[src/dck_defines.svh]
// register offsets, field positions and reset values of the clock and tuner input setup block
`ifndef DCK_DEFINES_SVH
`define DCK_DEFINES_SVH

`define DCK_OFS_CLK_SRC     16'h0000
`define DCK_OFS_DIE_REV     16'h0023
`define DCK_OFS_SYS_DIV     16'h00a0
`define DCK_OFS_SMP_DIV     16'h00a1
`define DCK_OFS_LOOP_CTL    16'h00a2
`define DCK_OFS_REF_DIV     16'h00a3
`define DCK_OFS_SMP_MODE    16'h00e0
`define DCK_OFS_IF_SHIFT    16'h00e8
`define DCK_OFS_CH_SWAP     16'h0122
`define DCK_OFS_TUNE_EXTRA  16'h0123
`define DCK_OFS_TUNE_FIRST  16'h0129
`define DCK_OFS_TUNE_LAST   16'h012f
`define DCK_OFS_TIM_TOL     16'h0318
`define DCK_OFS_INV_STAT    16'h0444
`define DCK_OFS_INV_CTL     16'h0450
`define DCK_OFS_STR_CTL     16'h0641
`define DCK_OFS_STR_SAMPLE  16'h0642
`define DCK_OFS_STR_PIN     16'h0646

// loop control fields
`define DCK_LOOP_EN_BIT     7
`define DCK_LOOP_PRESC_BIT  6
`define DCK_LOOP_MULT_MSB   5
// sampling mode fields
`define DCK_MODE_ZIF_BIT    0
`define DCK_MODE_FOURFOLD_OVERSAMPLING_BIT   1
// inversion control fields
`define DCK_INV_MANUAL_BIT  0
`define DCK_INV_SET_BIT     1
// strength control fields
`define DCK_STR_EN_BIT      0
`define DCK_STR_START_BIT   1
`define DCK_STR_UPD_LSB     2
`define DCK_STR_UPD_MSB     5
`define DCK_STR_UPD_BASE    5

`define DCK_RST_BYTE        8'h00
`define DCK_DIE_REV_VAL     8'h01

`endif

[src/dck_pkg.sv]
// types shared by the clock and tuner input setup block
package dck_pkg;

  typedef enum logic [1:0] {
    DCK_SRC_OFF,
    DCK_SRC_CRYSTAL,
    DCK_SRC_EXTERNAL,
    DCK_SRC_SPARE
  } dck_src_e;

  typedef logic [7:0]  dck_byte_t;
  typedef logic [9:0]  dck_div_t;
  typedef logic [11:0] dck_sample_t;

endpackage : dck_pkg

[src/dck_tick_div.sv]
// programmable divider producing one-cycle enable ticks
`timescale 1ns/1ps
`default_nettype none
module dck_tick_div
  import dck_pkg::*;
(
  input  wire logic     clk,
  input  wire logic     rstn,
  input  wire logic     ce,
  input  wire logic     run,
  input  wire dck_div_t divisor,
  output logic          tick
);

  dck_div_t cnt_r;

  // zero divisor means not yet programmed, no ticks
  always_ff @(posedge clk)
  begin
    if (!rstn)
    begin
      cnt_r <= '0;
      tick  <= 1'b0;
    end
    else if (ce)
    begin
      if (!run || divisor == '0)
      begin
        cnt_r <= '0;
        tick  <= 1'b0;
      end
      else if (cnt_r >= divisor - 10'h001)
      begin
        cnt_r <= '0;
        tick  <= 1'b1;
      end
      else
      begin
        cnt_r <= cnt_r + 10'h001;
        tick  <= 1'b0;
      end
    end
  end

endmodule : dck_tick_div
`default_nettype wire

[src/dck_pin_sync.sv]
// three-stage pin synchroniser, change taken when stages two and three agree
`timescale 1ns/1ps
`default_nettype none
module dck_pin_sync
#(
  parameter int W = 8
)
(
  input  wire logic         clk,
  input  wire logic         rstn,
  input  wire logic         ce,
  input  wire logic [W-1:0] pin,
  output logic      [W-1:0] value
);

  logic [W-1:0] s1_r;
  logic [W-1:0] s2_r;
  logic [W-1:0] s3_r;

  always_ff @(posedge clk)
  begin
    if (!rstn)
    begin
      s1_r  <= '0;
      s2_r  <= '0;
      s3_r  <= '0;
      value <= '0;
    end
    else if (ce)
    begin
      s1_r <= pin;
      s2_r <= s1_r;
      s3_r <= s2_r;
      if (s2_r == s3_r)
        value <= s3_r;
    end
  end

endmodule : dck_pin_sync
`default_nettype wire

[src/dck_clock_setup.sv]
// clock source, loop dividers, tuner input path and strength monitor
`timescale 1ns/1ps
`default_nettype none
`include "dck_defines.svh"
module dck_clock_setup
  import dck_pkg::*;
(
  input  wire logic        clk,
  input  wire logic        rstn,
  input  wire logic        ce,
  // register port
  input  wire logic [15:0] reg_addr,
  input  wire logic        reg_wr,
  input  wire logic        reg_rd,
  input  wire logic [7:0]  reg_wdata,
  output logic      [7:0]  reg_rdata,
  output logic             reg_rvalid,
  // clock control outputs
  output logic             standby,
  output logic      [1:0]  clk_source,
  output logic             loop_running,
  output logic      [2:0]  prescale_factor,
  output logic      [5:0]  loop_multiplier,
  output logic      [7:0]  ref_divider,
  output logic             sampling_tick,
  output logic             front_end_tick,
  output logic             system_tick,
  output logic      [7:0]  timing_tolerance_ppm,
  output logic      [63:0] converter_tuning,
  // converter samples and front-end output
  input  wire logic [11:0] conv_i_data,
  input  wire logic [11:0] conv_q_data,
  output logic      [11:0] fe_i_data,
  output logic      [11:0] fe_q_data,
  output logic             fe_valid,
  output logic      [7:0]  mix_phase,
  // cable spectral inversion
  input  wire logic        cable_mode,
  input  wire logic        inversion_detect,
  output logic             spectrum_invert,
  // strength pin, two-way
  input  wire logic        strength_pin_i,
  output logic             strength_pin_o,
  output logic             strength_pin_oe,
  input  wire logic [7:0]  strength_conv_data,
  output logic             strength_conv_on
);

  dck_src_e    src_r;
  dck_byte_t   sys_div_r;
  dck_byte_t   smp_div_r;
  dck_byte_t   loop_ctl_r;
  dck_byte_t   ref_div_r;
  dck_byte_t   smp_mode_r;
  dck_byte_t   if_shift_r;
  dck_byte_t   swap_r;
  dck_byte_t   tune_r [0:7];
  dck_byte_t   tim_tol_r;
  dck_byte_t   inv_ctl_r;
  dck_byte_t   inv_stat_r;
  dck_byte_t   str_ctl_r;
  dck_byte_t   str_pin_r;
  dck_byte_t   str_sample_r;
  dck_byte_t   rdata_nxt;
  logic        clocks_on;
  logic        mode_zif;
  logic        mode_fourfold_oversampling;
  dck_div_t    smp_divisor;
  dck_div_t    fe_divisor;
  dck_div_t    sys_divisor;
  logic        str_active;
  logic [20:0] str_cnt_r;
  logic [20:0] str_period;
  logic [7:0]  str_synced;
  logic [11:0] sel_i;
  logic [11:0] sel_q;
  logic [11:0] neg_i;
  logic [11:0] neg_q;
  logic        ref_out_r;
  logic [3:0]  upd_time;

  assign clocks_on    = (src_r != DCK_SRC_OFF);
  assign standby      = !clocks_on;
  assign clk_source   = src_r;
  assign loop_running = clocks_on && loop_ctl_r[`DCK_LOOP_EN_BIT];
  assign prescale_factor = loop_ctl_r[`DCK_LOOP_PRESC_BIT] ? 3'h4 : 3'h1;
  assign loop_multiplier = loop_ctl_r[`DCK_LOOP_MULT_MSB:0];
  assign ref_divider     = ref_div_r;
  assign timing_tolerance_ppm = tim_tol_r;
  assign mode_zif  = smp_mode_r[`DCK_MODE_ZIF_BIT];
  assign mode_fourfold_oversampling = smp_mode_r[`DCK_MODE_FOURFOLD_OVERSAMPLING_BIT];
  assign upd_time  = str_ctl_r[`DCK_STR_UPD_MSB:`DCK_STR_UPD_LSB];

  assign smp_divisor = {smp_div_r, 2'b00};
  // front end equal or double rate
  assign fe_divisor  = mode_fourfold_oversampling ? {smp_div_r, 2'b00} : {1'b0, smp_div_r, 1'b0};
  assign sys_divisor = {1'b0, sys_div_r, 1'b0};

  always_comb
  begin
    for (int k = 0; k < 8; k++)
      converter_tuning[k*8 +: 8] = tune_r[k];
  end

  dck_tick_div u_smp_div (
    .clk     (clk),
    .rstn    (rstn),
    .ce      (ce),
    .run     (loop_running),
    .divisor (smp_divisor),
    .tick    (sampling_tick)
  );

  dck_tick_div u_fe_div (
    .clk     (clk),
    .rstn    (rstn),
    .ce      (ce),
    .run     (loop_running),
    .divisor (fe_divisor),
    .tick    (front_end_tick)
  );

  dck_tick_div u_sys_div (
    .clk     (clk),
    .rstn    (rstn),
    .ce      (ce),
    .run     (loop_running),
    .divisor (sys_divisor),
    .tick    (system_tick)
  );

  dck_pin_sync #(.W(8)) u_str_sync (
    .clk   (clk),
    .rstn  (rstn),
    .ce    (ce),
    .pin   (strength_conv_data),
    .value (str_synced)
  );

  // register writes
  always_ff @(posedge clk)
  begin
    if (!rstn)
    begin
      src_r      <= DCK_SRC_OFF;
      sys_div_r  <= `DCK_RST_BYTE;
      smp_div_r  <= `DCK_RST_BYTE;
      loop_ctl_r <= `DCK_RST_BYTE;
      ref_div_r  <= `DCK_RST_BYTE;
      smp_mode_r <= `DCK_RST_BYTE;
      if_shift_r <= `DCK_RST_BYTE;
      swap_r     <= `DCK_RST_BYTE;
      tim_tol_r  <= `DCK_RST_BYTE;
      inv_ctl_r  <= `DCK_RST_BYTE;
      str_ctl_r  <= `DCK_RST_BYTE;
      str_pin_r  <= `DCK_RST_BYTE;
      for (int i = 0; i < 8; i++)
        tune_r[i] <= `DCK_RST_BYTE;
    end
    else if (ce && reg_wr)
    begin
      case (reg_addr)
        `DCK_OFS_CLK_SRC:    src_r      <= dck_src_e'(reg_wdata[1:0]);
        `DCK_OFS_SYS_DIV:    sys_div_r  <= reg_wdata;
        `DCK_OFS_SMP_DIV:    smp_div_r  <= reg_wdata;
        `DCK_OFS_LOOP_CTL:   loop_ctl_r <= reg_wdata;
        `DCK_OFS_REF_DIV:    ref_div_r  <= reg_wdata;
        `DCK_OFS_SMP_MODE:   smp_mode_r <= reg_wdata;
        `DCK_OFS_IF_SHIFT:   if_shift_r <= reg_wdata;
        `DCK_OFS_CH_SWAP:    swap_r     <= reg_wdata;
        `DCK_OFS_TUNE_EXTRA: tune_r[7]  <= reg_wdata;
        `DCK_OFS_TIM_TOL:    tim_tol_r  <= reg_wdata;
        `DCK_OFS_INV_CTL:    inv_ctl_r  <= reg_wdata;
        `DCK_OFS_STR_CTL:    str_ctl_r  <= reg_wdata;
        `DCK_OFS_STR_PIN:    str_pin_r  <= reg_wdata;
        default:
        begin
          if (reg_addr >= `DCK_OFS_TUNE_FIRST && reg_addr <= `DCK_OFS_TUNE_LAST)
            tune_r[reg_addr[2:0] - 3'h1] <= reg_wdata;
        end
      endcase
    end
  end

  // read decode
  always_comb
  begin
    rdata_nxt = 8'h00;
    case (reg_addr)
      `DCK_OFS_CLK_SRC:    rdata_nxt = {6'h00, src_r};
      `DCK_OFS_DIE_REV:    rdata_nxt = `DCK_DIE_REV_VAL;
      `DCK_OFS_SYS_DIV:    rdata_nxt = sys_div_r;
      `DCK_OFS_SMP_DIV:    rdata_nxt = smp_div_r;
      `DCK_OFS_LOOP_CTL:   rdata_nxt = loop_ctl_r;
      `DCK_OFS_REF_DIV:    rdata_nxt = ref_div_r;
      `DCK_OFS_SMP_MODE:   rdata_nxt = smp_mode_r;
      `DCK_OFS_IF_SHIFT:   rdata_nxt = if_shift_r;
      `DCK_OFS_CH_SWAP:    rdata_nxt = swap_r;
      `DCK_OFS_TUNE_EXTRA: rdata_nxt = tune_r[7];
      `DCK_OFS_TIM_TOL:    rdata_nxt = tim_tol_r;
      `DCK_OFS_INV_STAT:   rdata_nxt = inv_stat_r;
      `DCK_OFS_INV_CTL:    rdata_nxt = inv_ctl_r;
      `DCK_OFS_STR_CTL:    rdata_nxt = str_ctl_r;
      `DCK_OFS_STR_SAMPLE: rdata_nxt = str_sample_r;
      `DCK_OFS_STR_PIN:    rdata_nxt = str_pin_r;
      default:
      begin
        if (reg_addr >= `DCK_OFS_TUNE_FIRST && reg_addr <= `DCK_OFS_TUNE_LAST)
          rdata_nxt = tune_r[reg_addr[2:0] - 3'h1];
      end
    endcase
  end

  always_ff @(posedge clk)
  begin
    if (!rstn)
    begin
      reg_rdata  <= 8'h00;
      reg_rvalid <= 1'b0;
    end
    else if (ce)
    begin
      reg_rvalid <= reg_rd;
      if (reg_rd)
        reg_rdata <= rdata_nxt;
    end
  end

  // converter selection and swap
  always_comb
  begin
    if (mode_zif)
    begin
      sel_i = swap_r[0] ? conv_q_data : conv_i_data;
      sel_q = swap_r[0] ? conv_i_data : conv_q_data;
    end
    else
    begin
      sel_i = swap_r[0] ? conv_q_data : conv_i_data;
      sel_q = 12'h000;
    end
  end

  assign neg_i = 12'h000 - sel_i;
  assign neg_q = 12'h000 - sel_q;

  // phase accumulator steps by shift word
  always_ff @(posedge clk)
  begin
    if (!rstn)
      mix_phase <= 8'h00;
    else if (ce)
    begin
      if (!loop_running)
        mix_phase <= 8'h00;
      else if (front_end_tick)
        mix_phase <= mix_phase + if_shift_r;
    end
  end

  // quadrant rotation of input by phase
  always_ff @(posedge clk)
  begin
    if (!rstn)
    begin
      fe_i_data <= 12'h000;
      fe_q_data <= 12'h000;
      fe_valid  <= 1'b0;
    end
    else if (ce)
    begin
      fe_valid <= sampling_tick;
      if (sampling_tick)
      begin
        case (mix_phase[7:6])
          2'h0:
          begin
            fe_i_data <= sel_i;
            fe_q_data <= sel_q;
          end
          2'h1:
          begin
            fe_i_data <= sel_q;
            fe_q_data <= neg_i;
          end
          2'h2:
          begin
            fe_i_data <= neg_i;
            fe_q_data <= neg_q;
          end
          default:
          begin
            fe_i_data <= neg_q;
            fe_q_data <= sel_i;
          end
        endcase
      end
    end
  end

  assign spectrum_invert = cable_mode &&
                           (inv_ctl_r[`DCK_INV_MANUAL_BIT] ? inv_ctl_r[`DCK_INV_SET_BIT] : inversion_detect);

  always_ff @(posedge clk)
  begin
    if (!rstn)
      inv_stat_r <= 8'h00;
    else if (ce)
    begin
      if (cable_mode && !inv_ctl_r[`DCK_INV_MANUAL_BIT])
        inv_stat_r <= {7'h00, inversion_detect};
    end
  end

  assign strength_pin_oe = str_pin_r[0] && clocks_on;
  assign strength_pin_o  = ref_out_r;

  always_ff @(posedge clk)
  begin
    if (!rstn)
      ref_out_r <= 1'b0;
    else if (ce)
      ref_out_r <= clocks_on ? !ref_out_r : 1'b0;
  end

  // measuring needs input role, power, start
  assign str_active       = !str_pin_r[0] && str_ctl_r[`DCK_STR_EN_BIT] && str_ctl_r[`DCK_STR_START_BIT];
  assign strength_conv_on = !str_pin_r[0] && str_ctl_r[`DCK_STR_EN_BIT];
  assign str_period = 21'h000001 << ({1'b0, upd_time} + 5'(`DCK_STR_UPD_BASE));

  always_ff @(posedge clk)
  begin
    if (!rstn)
    begin
      str_cnt_r    <= 21'h000000;
      str_sample_r <= 8'h00;
    end
    else if (ce)
    begin
      if (!str_active)
        str_cnt_r <= 21'h000000;
      else if (system_tick)
      begin
        if (str_cnt_r >= str_period - 21'h000001)
        begin
          str_cnt_r    <= 21'h000000;
          str_sample_r <= str_synced;
        end
        else
          str_cnt_r <= str_cnt_r + 21'h000001;
      end
    end
  end

endmodule : dck_clock_setup
`default_nettype wire

[config.mk]
export PLATFORM = sky130hd
export DESIGN_NAME = dck_clock_setup
export DESIGN_NICKNAME = d
export VERILOG_FILES = /design/src/dck_pkg.sv /design/src/dck_tick_div.sv /design/src/dck_pin_sync.sv /design/src/dck_clock_setup.sv
export VERILOG_INCLUDE_DIRS = /design/src
export SDC_FILE = /design/constraint.sdc
export NUM_CORES = 1
export LEC_CHECK = 0
export BUFFER_PORTS_ARGS = -buffer_cell sky130_fd_sc_hd__buf_4
export CAP_MARGIN = 20
export CELL_PAD_IN_SITES_DETAIL_PLACEMENT = 2
export CELL_PAD_IN_SITES_GLOBAL_PLACEMENT = 2
export CORE_ASPECT_RATIO = 0.5
export CORE_UTILIZATION = 33
export CTS_CLUSTER_DIAMETER = 30
export DETAILED_ROUTE_END_ITERATION = 7
export GPL_ROUTABILITY_DRIVEN = 1
export PLACE_DENSITY_LB_ADDON = 0.1
export SLEW_MARGIN = 20
export SYNTH_ARGS = -nofsm -noshare
export SYNTH_HDL_FRONTEND = slang
export SYNTH_SLANG_ARGS = --single-unit
[constraint.sdc]
create_clock -name clk -period 3.5 [get_ports clk]
set_clock_uncertainty 0.1 [all_clocks]
set_input_delay 0.35 -clock clk [delete_from_list [all_inputs] [get_ports clk]]
set_output_delay 0.35 -clock clk [all_outputs]
set_load 0.01 [all_outputs]
==> flow_metrics.tcl <==
set metrics [dict create \
    status "finished clean" \
    yosysTopAreaCellShare_pct 26.5 \
    clock_latency_ns 0.62 \
    drt_iter0_markers 864 \
    htreeDepth 2 \
    antenna_cells 0 \
    antenna_found_initial 0 \
    grt_pass1_wl_mm 103 \
    power_density_nw_per_um2 474 \
    fillCellCount 5532 \
    grt_setup_unrepaired "yes" \
    synthFlopType "dfxtp_1" \
    die_w_um 325 \
    ys_types 92 \
    coreArea_um2 50900 \
    reg2reg_setup_slack_ns 0.25 \
    rows 58 \
    r2r-end "u_fe_div.cnt_r[9]" \
    ys_top_cells_by_count "dfxtp_1 (228), nand2_1 (204), nor2_1 (172)" \
    final_core_util_pct 42.8 \
    place_congestion 0.812 \
    stdcell_count 2878 \
    port-buffer-count 203 \
    hp-start "cable_mode" \
    slew_viol_final 0 \
    async_flop_share_pct 0 \
    fin_setup_tns_ns 0 \
    start_kind "flip-flop" \
    crit_path_max_fanout 5 \
    min_path_cells 4 \
    viasPerCell 5.55 \
    dr.pass1.iters 5 \
    die_h_um 164 \
    max_slew_margin_pct 45.8 \
    p_total_mw 10.3 \
    cp_data_arrival_time_ns 3.64 \
    ir_drop_v 0.000339 \
    route.detailed.drc 0 \
    totalWireLength_mm 67.1 \
    final_nets 2273 \
    root_buffer "clkbuf_16" \
    cts_buffer_depth 3 \
    grt_pass1_vias 16800 \
    overflow 0 \
    drive_above_1_share_pct 22.6 \
    ys_seq_area_share_pct 37.7 \
    holdPathEnd "inv_stat_r[0]" \
    crit_path_end_kind "flip-flop" \
    multi_input_area_um2 9970 \
    syn_avg_cell_area_um2 8.93 \
    period_needed_ns 3.25 \
    path_class "flip-flop to flip-flop" \
    initial_utilization_pct 33.9 \
    syn2layout_area_growth_pct 26.4 \
    synthCells 1929 \
    power_leakage_nw 8.79 \
    min_path_type "input port to flip-flop" \
    cts_buffers 60 \
    worstMarginPinSlew_ns 0.804 \
    regArea_um2 6490 \
    yosysMostFrequentCell "dfxtp_1" \
    syn_area_um2 17200 \
    grt_max_degree 51 \
    yosysWarnings 0 \
    cts_tree "done" \
    rr_startpoint "smp_div_r[0]" \
    clock.fmax_mhz 308 \
    cts_sinks 292 \
    cts.clk_slew.worst_paths_ns 0.06 \
    synthTopCellsByArea "dfxtp_1 (26%), edfxtp_1 (11%), mux2i_1 (7.1%)" \
    grt_use_total_pct 24.9 \
    io_pins 206 \
    cap_viol_max_count 0 \
    yosys.area.top_type "dfxtp_1" \
    period_share_pct 92.9 \
    drtAntennaViolNets 0 \
    vias 16000 \
    synth-edff-count 64 \
    ys_ff_latch 292 \
    worstPathRequired_ns 3.89 \
    place_hpwl_mm 47.9 \
    routedWlPerCell_um 23.3 \
    hold_viol 0 \
    placed_cells 2757 \
    r2r_cells 14 \
    dieArea_um2 53200 \
    setup_violations 0 \
]
## cell usage in the layout, fill, tap and decap left out, types with 45 or more instances in the layout
master / netlist / final
a21oi_1: 104 / 104
nor2_1: 172 / 172
dfxtp_1: 228 / 225
o21ai_0: 73 / 72
and2_1: 75 / 75
mux2_2: 45 / 45
clkbuf_16: 0 / 61
nand2_1: 204 / 204
ha_1: 70 / 70
mux2i_1: 123 / 123
nand3_1: 82 / 82
edfxtp_1: 64 / 64
buf_4: 19 / 270
## critical path, cell delays in order, from the launching register on
cell and delay, ns:
dfxtp_1 0.35, buf_4 0.17, or3_1 0.39, nor2_1 0.14, nand2_1 0.13, xor2_1 0.17, o22ai_1 0.18, nor2_1 0.06
ha_1 0.29, a21o_1 0.19, a21oi_1 0.13, o21ai_1 0.11, a21oi_1 0.20, nand3_1 0.15, o311ai_0 0.37
## routing by layer
layer / part of all wire [%] / GRT usage, % / up-vias
met1: 47 / 33.5 / 8104
met2: 47 / 41.9 / 305
met4: 1.7 / 5.51 / 0
met5: 0 / 0 / -
met3: 4.2 / 4.29 / 78
li1: - / - / 7472
## sequential cells by signal, summed over array words and instances, names as in the netlist, 10 cells and up
register and cells:
u_sys_div.cnt_r 10, u_fe_div.cnt_r 10, u_smp_div.cnt_r 10, str_cnt_r 21, fe_q_data 12, fe_i_data 12, tune_r 64
## repair_timing
action | 4_1_cts | 5_1_grt
gates resized for setup | 2 | 2
pin swaps | 0 | 0
hold buffers | 9 | 0
buffers inserted | 0 | 0
endpoints found under the hold margin | 9 | 0
endpoints found under the setup margin | 2 | 11
## how the worst max path moves through the flow
stage,start,end,slack [ns],depth (start not counted)
after floorplan,smp_mode_r[1],u_fe_div.cnt_r[9],0.08,12
after global placement,smp_mode_r[1],u_fe_div.cnt_r[2],0.13,13
after detailed placement,smp_mode_r[1],u_fe_div.cnt_r[2],-0.03,13
after CTS,smp_mode_r[1],u_fe_div.cnt_r[2],0.02,13
after global routing,smp_div_r[0],u_fe_div.cnt_r[9],-0.009,14
final,smp_div_r[0],u_fe_div.cnt_r[9],0.25,14
## area by class of cell
type | instances | share of cell area [%]
multi-input combinational | 1465 | 45.8
inverter | 39 | 0.695
sequential | 292 | 29.8
clock buffer | 71 | 7.37
clock inverter | 41 | 2.53
timing repair buffer | 280 | 9.82
tap | 690 | 3.97
## cell families (layout without fill, tap and decap cells)
family / after synthesis / in the layout / share of synthesized area [%]
fa+ha+maj: 71 / 71 / 5.20
simple gates: 766 / 766 / 23.5
mux: 176 / 176 / 11.0
xor+xnor: 58 / 58 / 2.95
other cells: 2 / 5 / 0.0436
flops: 292 / 292 / 37.7
buf+inv: 175 / 431 / 4.59
compound gates: 389 / 389 / 15.1
## report_power, final
part | internal [mW] | total [mW] | switching [mW]
clock | 3.99 | 6.14 | 2.16
sequential | 3.49 | 3.53 | 0.0407
combinational | 0.237 | 0.637 | 0.400
total | 7.72 | 10.3 | 2.60
## metrics by stage
| stage | area [um^2] | hold WS, ns | setup WS (ns) |
|---|---|---|---|
| floorplan | 17200 | 0.330 | 0.0806 |
| global placement | 19500 | 0.340 | 0.134 |
| detailed placement | 19500 | 0.354 | -0.0276 |
| CTS | 21800 | 0.00239 | 0.0183 |
| global route | 21800 | 0.0487 | -0.00882 |
| finish | 21800 | 0.0358 | 0.249 |
Note: power is estimated with default switching activity, not from simulation.
